==> src/hdl/dpa_pkg.sv <==
// constants, carriers and decode helpers for the dma page address generator
//
// Contract
// - one page register per channel supplies upper address bits of every cycle.
// - address sequencing never carries into or borrows from the page value.
// - byte channels zero to three use 64 KB pages above 16 address bits.
// - word channels four to seven use 128 KB pages, 17 byte-address bits.
// - page storage is thirty-two 8-bit read/write locations.
// - unassigned locations in the page range still store and return bytes.
// - channel ports 0:87h 1:83h 2:81h 3:82h 4:8Fh 5:8Bh 6:89h 7:8Ah.
// - page drives AD23-AD16 (AD23-AD17 on word channels) during dma; AD31-AD24 are driven zero.
// - page occupies AD23-AD16 on byte channels, AD23-AD17 on word channels.
// - middle byte reloads at operation start and on every block crossing.
// - blocks are 256 bytes on byte channels, 512 on word channels.
// - middle latch captures the core data bus in the first transfer state.
// - middle byte drives AD15-AD8 byte channels, AD16-AD9 word channels.
// - low byte drives AD7-AD0 byte channels, AD8-AD1 word channels.
// - SBHE is an output in dma; inverse of bit zero, low for words.
// - slot address mirrors the same page, middle and low placement.
// - middle latch loads only from core strobes; software cannot reach it.
package dpa_pkg;

   localparam int DATA_W = 8;
   localparam int PAGE_IDX_W = 5;
   localparam int PAGE_DEPTH = 32;
   localparam int IO_ADDR_W = 16;
   localparam int PCI_AD_W = 32;
   localparam int SLOT_ADDR_W = 24;
   localparam logic [10:0] PAGE_WIN_TAG = 11'h004;
   localparam logic [2:0] WORD_CHAN_FIRST = 3'h4;
   localparam logic [7:0] AD_HIGH_ZERO = 8'h00;
   localparam logic [7:0] CH0_PAGE_OFS = 8'h87;
   localparam logic [7:0] CH1_PAGE_OFS = 8'h83;
   localparam logic [7:0] CH2_PAGE_OFS = 8'h81;
   localparam logic [7:0] CH3_PAGE_OFS = 8'h82;
   localparam logic [7:0] CH4_PAGE_OFS = 8'h8F;
   localparam logic [7:0] CH5_PAGE_OFS = 8'h8B;
   localparam logic [7:0] CH6_PAGE_OFS = 8'h89;
   localparam logic [7:0] CH7_PAGE_OFS = 8'h8A;

   typedef struct packed {
      logic [15:0] addr;
      logic wr;
      logic rd;
      logic [7:0] wdata;
   } dpa_io_t;

   typedef struct packed {
      logic active;
      logic [2:0] chan;
      logic strobe;
      logic [7:0] mid;
      logic [7:0] low;
   } dpa_dma_t;

   function automatic logic [4:0] chan_index(input logic [2:0] ch);
      logic [7:0] ofs;
      unique case (ch)
         3'h0: ofs = CH0_PAGE_OFS;
         3'h1: ofs = CH1_PAGE_OFS;
         3'h2: ofs = CH2_PAGE_OFS;
         3'h3: ofs = CH3_PAGE_OFS;
         3'h4: ofs = CH4_PAGE_OFS;
         3'h5: ofs = CH5_PAGE_OFS;
         3'h6: ofs = CH6_PAGE_OFS;
         3'h7: ofs = CH7_PAGE_OFS;
      endcase
      return ofs[4:0];
   endfunction

   function automatic logic is_word_chan(input logic [2:0] ch);
      return ch >= WORD_CHAN_FIRST;
   endfunction

endpackage

==> src/hdl/dpa_page_mem.sv <==
// page register storage: one write port, two registered read ports, no reset on the array
`timescale 1ns/100ps
module dpa_page_mem #(
   parameter int DEPTH = dpa_pkg::PAGE_DEPTH,
   parameter int IDX_W = dpa_pkg::PAGE_IDX_W,
   parameter int DATA_W = dpa_pkg::DATA_W
) (
   input wire logic mclk,
   input wire logic rst_b,
   input wire logic wrEn,
   input wire logic [IDX_W-1:0] wrIdx,
   input wire logic [DATA_W-1:0] wrData,
   input wire logic [IDX_W-1:0] rdIdxA,
   output logic [DATA_W-1:0] rdDataA,
   input wire logic [IDX_W-1:0] rdIdxB,
   output logic [DATA_W-1:0] rdDataB
);

   logic [DATA_W-1:0] store [DEPTH];
   logic [DEPTH-1:0] written_r;

   // array content is left undefined at reset on purpose
   always_ff @(posedge mclk)
   begin
      if (wrEn)
         store[wrIdx] <= wrData;
   end

   // check helper: locations still undefined since reset must not be judged
   always_ff @(posedge mclk)
   begin
      if (!rst_b)
         written_r <= '0;
      else if (wrEn)
         written_r[wrIdx] <= 1'b1;
   end

   // reads return the value before a same-cycle write
   always_ff @(posedge mclk)
   begin
      if (!rst_b)
      begin
         rdDataA <= '0;
         rdDataB <= '0;
      end
      else
      begin
         rdDataA <= store[rdIdxA];
         rdDataB <= store[rdIdxB];
      end
   end
endmodule

==> src/hdl/dpa_mid_latch.sv <==
// middle address byte latch, loaded only by counter core strobes
`timescale 1ns/100ps
module dpa_mid_latch #(
   parameter int DATA_W = dpa_pkg::DATA_W
) (
   input wire logic mclk,
   input wire logic rst_b,
   input wire logic strobe,
   input wire logic [DATA_W-1:0] dataIn,
   output logic [DATA_W-1:0] midOut
);

   // no software path exists into or out of this latch
   always_ff @(posedge mclk)
   begin
      if (!rst_b)
         midOut <= '0;
      else if (strobe)
         midOut <= dataIn;
   end
endmodule

==> src/hdl/dpa_page_addr_gen.sv <==
// dma page address generator: page registers, middle latch and address composition
`timescale 1ns/100ps
module dpa_page_addr_gen (
   input wire logic mclk,
   input wire logic rst_b,
   input wire dpa_pkg::dpa_io_t ioReq,
   output logic [dpa_pkg::DATA_W-1:0] ioRdData,
   output logic ioRdValid,
   input wire dpa_pkg::dpa_dma_t dmaIn,
   output logic [dpa_pkg::PCI_AD_W-1:0] pciAd,
   output logic pciAdOe,
   output logic [dpa_pkg::SLOT_ADDR_W-1:0] slotAddr,
   output logic slotAddrOe,
   output logic sbhe,
   output logic sbheOe
);

   logic ioHit;
   logic memWrEn;
   logic [dpa_pkg::PAGE_IDX_W-1:0] ioIdx;
   logic [dpa_pkg::PAGE_IDX_W-1:0] chanIdx;
   logic [dpa_pkg::DATA_W-1:0] pageByte;
   logic [dpa_pkg::DATA_W-1:0] midByte;
   logic ioRdValid_r;
   logic active_r;
   logic wordChan_r;
   logic [dpa_pkg::DATA_W-1:0] lowByte_r;
   logic [dpa_pkg::PCI_AD_W-1:0] pciAd_r;
   logic [dpa_pkg::PCI_AD_W-1:0] pciAd_nxt;
   logic pciAdOe_r;
   logic [dpa_pkg::SLOT_ADDR_W-1:0] slotAddr_r;
   logic slotAddrOe_r;
   logic sbhe_r;
   logic sbhe_nxt;
   logic sbheOe_r;

   // the whole 32-entry window is decoded; entries no channel uses are
   // plain scratch storage for a bus master
   assign ioHit = ioReq.addr[dpa_pkg::IO_ADDR_W-1:dpa_pkg::PAGE_IDX_W]
                  == dpa_pkg::PAGE_WIN_TAG;
   assign ioIdx = ioReq.addr[dpa_pkg::PAGE_IDX_W-1:0];
   assign memWrEn = ioHit && ioReq.wr;
   assign chanIdx = dpa_pkg::chan_index(dmaIn.chan);

   dpa_page_mem #(
      .DEPTH(dpa_pkg::PAGE_DEPTH),
      .IDX_W(dpa_pkg::PAGE_IDX_W),
      .DATA_W(dpa_pkg::DATA_W)
   ) u_page_mem (
      .mclk(mclk),
      .rst_b(rst_b),
      .wrEn(memWrEn),
      .wrIdx(ioIdx),
      .wrData(ioReq.wdata),
      .rdIdxA(ioIdx),
      .rdDataA(ioRdData),
      .rdIdxB(chanIdx),
      .rdDataB(pageByte)
   );

   dpa_mid_latch #(
      .DATA_W(dpa_pkg::DATA_W)
   ) u_mid_latch (
      .mclk(mclk),
      .rst_b(rst_b),
      .strobe(dmaIn.strobe),
      .dataIn(dmaIn.mid),
      .midOut(midByte)
   );

   // read answer flags the cycle the memory read register holds the byte
   always_ff @(posedge mclk)
   begin
      if (!rst_b)
         ioRdValid_r <= 1'b0;
      else
         ioRdValid_r <= ioHit && ioReq.rd;
   end

   assign ioRdValid = ioRdValid_r;

   // first stage lines the core's low byte up with the page read
   always_ff @(posedge mclk)
   begin
      if (!rst_b)
      begin
         active_r <= 1'b0;
         wordChan_r <= 1'b0;
         lowByte_r <= '0;
      end
      else
      begin
         active_r <= dmaIn.active;
         wordChan_r <= dpa_pkg::is_word_chan(dmaIn.chan);
         lowByte_r <= dmaIn.low;
      end
   end

   // page value is only read here, so no carry or borrow can reach it;
   // the core wraps its own low/middle count inside the page
   always_comb
   begin
      pciAd_nxt = '0;
      sbhe_nxt = 1'b0;
      if (active_r)
      begin
         if (wordChan_r)
         begin
            // 512-byte blocks, 128 KB pages, page bit zero unused
            pciAd_nxt = {dpa_pkg::AD_HIGH_ZERO, pageByte[7:1], midByte,
                         lowByte_r, 1'b0};
            sbhe_nxt = 1'b0;
         end
         else
         begin
            // 256-byte blocks, 64 KB pages
            pciAd_nxt = {dpa_pkg::AD_HIGH_ZERO, pageByte, midByte,
                         lowByte_r};
            sbhe_nxt = ~lowByte_r[0];
         end
      end
   end

   always_ff @(posedge mclk)
   begin
      if (!rst_b)
      begin
         pciAd_r <= '0;
         pciAdOe_r <= 1'b0;
      end
      else
      begin
         pciAd_r <= pciAd_nxt;
         pciAdOe_r <= active_r;
      end
   end

   // slot address carries the same bit placement as the low 24 AD lines
   always_ff @(posedge mclk)
   begin
      if (!rst_b)
      begin
         slotAddr_r <= '0;
         slotAddrOe_r <= 1'b0;
      end
      else
      begin
         slotAddr_r <= pciAd_nxt[dpa_pkg::SLOT_ADDR_W-1:0];
         slotAddrOe_r <= active_r;
      end
   end

   // byte-high enable is driven for the whole dma operation
   always_ff @(posedge mclk)
   begin
      if (!rst_b)
      begin
         sbhe_r <= 1'b0;
         sbheOe_r <= 1'b0;
      end
      else
      begin
         sbhe_r <= sbhe_nxt;
         sbheOe_r <= active_r;
      end
   end

   assign pciAd = pciAd_r;
   assign pciAdOe = pciAdOe_r;
   assign slotAddr = slotAddr_r;
   assign slotAddrOe = slotAddrOe_r;
   assign sbhe = sbhe_r;
   assign sbheOe = sbheOe_r;
endmodule

==> config.mk <==
export PLATFORM = sky130hd
export DESIGN_NAME = dpa_page_addr_gen
export DESIGN_NICKNAME = d
export VERILOG_FILES = /design/src/hdl/dpa_pkg.sv /design/src/hdl/dpa_page_mem.sv /design/src/hdl/dpa_mid_latch.sv /design/src/hdl/dpa_page_addr_gen.sv
export SDC_FILE = /design/constraint.sdc
export NUM_CORES = 1
export LEC_CHECK = 0
export BUFFER_PORTS_ARGS = -buffer_cell sky130_fd_sc_hd__buf_2
export CAP_MARGIN = 15
export CORE_AREA = 2 2 126 177
export CTS_CLUSTER_SIZE = 14
export DETAILED_ROUTE_END_ITERATION = 7
export DIE_AREA = 0 0 128 179
export PLACE_DENSITY = 0.79
export SYNTH_ARGS = -nofsm -noshare
export SYNTH_HDL_FRONTEND = slang
export SYNTH_SLANG_ARGS = --single-unit
==> constraint.sdc <==
create_clock -name mclk -period 6.9 [get_ports mclk]
set_clock_uncertainty 0.2 [all_clocks]
set_input_delay 0.69 -clock mclk [delete_from_list [all_inputs] [get_ports mclk]]
set_output_delay 0.69 -clock mclk [all_outputs]
set_load 0.01 [all_outputs]
Word level (Yosys, flattened, before mapping)
Memories as Yosys holds them, arrays and structs flattened. A register that Yosys moved wholly into a read port is not among the register bits.
Index checks and enable logic that the tools add are counted.
W data, S select, Z words.
{ "op_classes": {"n_lt_le_gt_ge": 1, "mul": 0, "n_eq_ne": 1, "muxes": 3, "n_reduce_logical": 6, "add_sub_neg": 0, "div_mod_pow": 0, "shifts": 0, "bitwise": 3} }
{ "ops": {"columns": ["op", "n"], "rows": [
  ["$mux W17", 1],
  ["$eq A11 B3 Y1 const B", 1],
  ["$ge A3 B3 Y1 const B", 1],
  ["$not A1 Y1", 3],
  ["$reduce_or A3 Y1", 1],
  ["$logic_and A1 B1 Y1", 2],
  ["$logic_not A1 Y1", 2],
  ["$mux W1", 2],
  ["$reduce_and A2 Y1", 1]
]} }
{ "word_totals": {"latchBits": 0, "inputBits": 49, "n_memories": 2, "regBits": 53, "ramBits": 256, "romBits": 32} }
{ "mem_list": {"columns": ["memory", "words", "word_bits", "rd", "rd_clocked_by_memory_dff", "wr", "line_no", "rtl"], "rows": [
  ["u_page_mem.store", 32, 8, 2, 2, 1, "dpa_page_mem.sv:19", "logic [DATA_W-1:0] store [DEPTH];"],
  ["(no name shown)", 8, 4, 1, 0, 0, "dpa_pkg.sv:58", "unique case (ch)"]
]} }

Longest topological paths before layout
{ "depth": {"ltp_word": 4, "ltp_mapped": 7} }

By module
A second synthesis with hierarchy kept.
{ "unflattened": {"cells_unflattened": 788, "hier_area_um2": 14296.2} }
{ "by_module_without_submodules": {"columns": ["mod", "instances", "area_per_inst_um2", "cells_per_inst"], "rows": [
  ["dpa_page_mem", 1, 12548.3, 623],
  ["dpa_page_addr_gen", 1, 1446.4, 140],
  ["dpa_mid_latch", 1, 301.5, 25]
]} }

Worst setup path before layout
OpenSTA, ideal clock, no wires.
{ "synth_path": {"path_type": "input port to flip-flop", "start": "in ioReq[10] in the netlist's numbering", "end": "mem u_page_mem.store[27][0] (enable)", "path_slack_ns": 4.141, "path_buffers": 3, "t_arrival_ns": 2.176, "required_time_ns": 6.317, "stages": 5, "cell_sequence": "clkbuf_1 buf_2 buf_2 nand3_1 nor3_1"} }
{ "synth_lines": {"columns": ["item", "line_no", "rtl"], "rows": [
  ["start: declaration", "dpa_page_addr_gen.sv:6", "input wire dpa_pkg::dpa_io_t ioReq,"],
  ["end: declaration", "dpa_page_mem.sv:19", null]
]} }
No word-level cell before the write port.

==> summary.md <==
| Metric | Value |
|---|---|
| Status | complete, no violations |
| Achievable frequency | 303 MHz |
| Number of flops mapped to enable cells by yosys | 256 |
| Non-filler instance count after layout | 1139 |
| Worst Tran Pin Value | 1.07 ns |
| Uppermost routed layer | met4 |
| Avg Inst Size Synth | 16.1 sq um |
| Final #Nets | 903 |
| Cell Rows | 64 |
| CTS tree | done |
| Sink Count | 317 |
| Critical path arrival | 3.50 ns |
| Post-Syn Area | 0.0126 sq mm |
| Power Density | 278 mW/mm^2 |
| Combinational Power Share | 4.9% |
| Core Area | 0.0215 sq mm |
| Hold Crit Depth | 2 |
| RSZ-0062 raised after global routing | no |
| Clock buffer depth | 3 |
| M1 wire length | 9890 um |
| Layout cells sized above 1 | 20.1% |
| Worst-path clk slew | 0.06 ns |
| Drt first-iter violations | 558 |
| CP Max Fanout | 73 |
| Die area | 0.0229 sq mm |
| # setup viols final | 0 |
| Critical Path Source Type | input pin |
| GP Congestion | 0.828 |
| Setup total negative slack | 0 ns |
| CTS Buf Count | 30 |
| Placement Setup Slack | 3.12 ns |
| IO buf count | 109 |
| Routed length on met3 | 2070 um |
| Post-Syn Instances | 785 |
| Top post-synthesis cells by count | edfxtp_1 (256), mux2i_1 (160), o22ai_1 (64), dfxtp_1 (61), nor2_1 (46) |
| Met2 routed WL | 14300 um |
| R2R depth | 4 |
| Clock network fraction of design power | 41.7% |
| Post-CTS Resized | 0 |
| FF-to-FF setup slack | 4.74 ns |
| Yosys reg bits | 317 |
| Cells after DPL | 1085 |
| Final WS setup | 3.60 ns |
| Final Util | 65.5% |
| Area Growth Syn to Fin | 11.2% |
| Initial Utilization | 58.9% |
| Max Slew Vio Count | 0 |
| Leading area contributor after synthesis | edfxtp_1 |
| Largest net degree at the start of global routing | 74 |
| Crit path required time | 7.11 ns |
| Drt drc | 0 |
| Cell-internal power | 0.00312 W |
| Global route overflow | 0 |
| Post-CTS Setup Inserts | 0 |
| Post-synthesis sequential area ratio | 70.5% |
| Synth top area cells | edfxtp_1 (61%), mux2i_1 (13%), dfxtp_1 (9.7%) |
| TritonRoute pass-1 iters | 5 |
| Vias in the first global route | 6805 |
| FFs w/ async S/R, synth | 0% |
| I/O pins | 118 |
| Max cap viols | 0 |
| Crit Path Class | input pin to flip-flop |
| Hold WC Path Type | input pin to flip-flop |
| Unique masters post-synth | 37 |
| Worst VDD drop | 0.000231 V |
| Net switching power figure | 0.000797 W |
| Clock Latency Late Sink | 0.55 ns |
| Tot GR Track Use | 23.9% |
| Vias per std cell | 6.22 |
| Most common cell in the netlist | edfxtp_1 |
| Final Hold Fails | 0 |
| DR vias | 7090 |
| Leakage | 5.19 nW |
| Post-route ant nets | 0 |
| Warnings from Yosys | 0 |
| Chip height | 179 um |
| Die X-Extent | 128 um |
| Worst setup EP type | flip-flop |
| Clk root buf | clkbuf_16 |
| Total Wirelength | 27500 um |
| Synth top area share | 60.8% |
| Min-Delay Endpoint | lowByte_r[6] |
| HPWL after DPL | 18000 um |
| First-pass GRT wire length | 40500 um |
| # diodes | 0 |
| Relative slew slack | 28.0% |
| Reg-to-reg endpoint | u_page_mem.rdDataA[4] |
| CTS Hold Bufs | 0 |
| Htree depth | 1 |
| Commonest register cell after synthesis | edfxtp_1 |
| Ratio of final minimum period to clock period | 47.8% |
| Seq pwr share | 53.4% |
| Shortest period the worst path allows | 3.30 ns |
| Hold path startpoint | dmaIn[6] |
| Avg WL per Cell | 24.1 um |
| Initial antenna violation count | 0 |
| Critical R2R Launch | u_page_mem.store[9][4] |
| Switching Fraction | 20.4% |
cells in the final DEF, fill, tap and decap left out, types with 3 or more instances in the layout:
master	count
edfxtp_1	256
mux2i_1	160
buf_2	109
o22ai_1	64
dfxtp_1	61
nor2_1	46
clkbuf_16	31
nor4_1	16
mux4_2	16
nor2b_1	16
and2_1	10
a21boi_1	8
conb_1	8
and3_1	7
clkinv_1	7
nand4bb_1	6
nor3_1	5
clkinv_2	5
nand3b_1	4
nand2_1	4
nand4b_1	4
bufinv_16	4
clkbuf_1	4
nand3_1	3
or4b_1	3
how the worst max path moves through the flow:
stage                          from                      end  slack (ns)  cells after the start
after floorplan           ioReq[10]  u_page_mem.store[27][0]        4.14                      5
after global placement    ioReq[10]    u_page_mem.rdDataA[0]        3.12                      6
after detailed placement  ioReq[10]    u_page_mem.rdDataA[0]        3.12                      6
after CTS                 ioReq[10]    u_page_mem.rdDataA[0]        3.66                      6
after global routing      ioReq[10]    u_page_mem.rdDataA[2]        3.51                      6
final                     ioReq[10]    u_page_mem.rdDataA[0]        3.60                      6
through the flow:
step	hold WS (ns)	total power, W	area [sq um]
final	0.151	0.00391	14100
after global routing	0.151	0.00400	14100
after CTS	0.147	0.00392	14000
after detailed placement	0.238	0.00232	13100
after global placement	0.230	0.00232	13100
after floorplan	0.212	0.00225	12700
metal layers:
layer  vias to the layer above  GRT usage [%]
met1                      3492           28.7
met3                        71           3.04
met4                         0           11.1
li1                       3143              -
met5                         -              0
met2                       384           42.9
power by group through the flow:
stage / Combinational [W] / Clock, W / Sequential [W]
finish: 0.000192 / 0.00163 / 0.00209
global placement: 0.000187 / 0 / 0.00213
detailed placement: 0.000191 / 0 / 0.00213
floorplan: 0.000123 / 0 / 0.00213
global route: 0.000206 / 0.00171 / 0.00209
CTS: 0.000192 / 0.00164 / 0.00209
worst max-delay path, stage by stage:
cell and delay, ns:
buf_6 0.63, buf_4 0.92, mux2i_1 0.39, o22ai_1 0.15, nor4_1 0.49, a21boi_1 0.12
state kept, by name, summed over array words and instances, names as in the netlist:
register / flops
lowByte_r: 8
u_page_mem.rdDataB: 8
active_r: 1
wordChan_r: 1
ioRdValid: 1
sbhe: 1
pciAd: 24
u_page_mem.store: 256
u_mid_latch.midOut: 8
sbheOe: 1
u_page_mem.rdDataA: 8
layout make-up:
class	count	area, sq um
repair buffers	112	572
clock buffers	35	791
fillers	1493	7400
flip-flops and latches	317	8910
well taps	264	330
multi-input cells	392	3260
inverters	1	3.75
clock inverters	18	188
kinds of logic after synthesis:
family / share of synthesized area (%)
buf+inv: 3.88
other cells: 0.0297
compound gates: 3.64
simple gates: 6.42
mux: 15.5
flops: 70.5
Power figures use the tool's default switching activity.
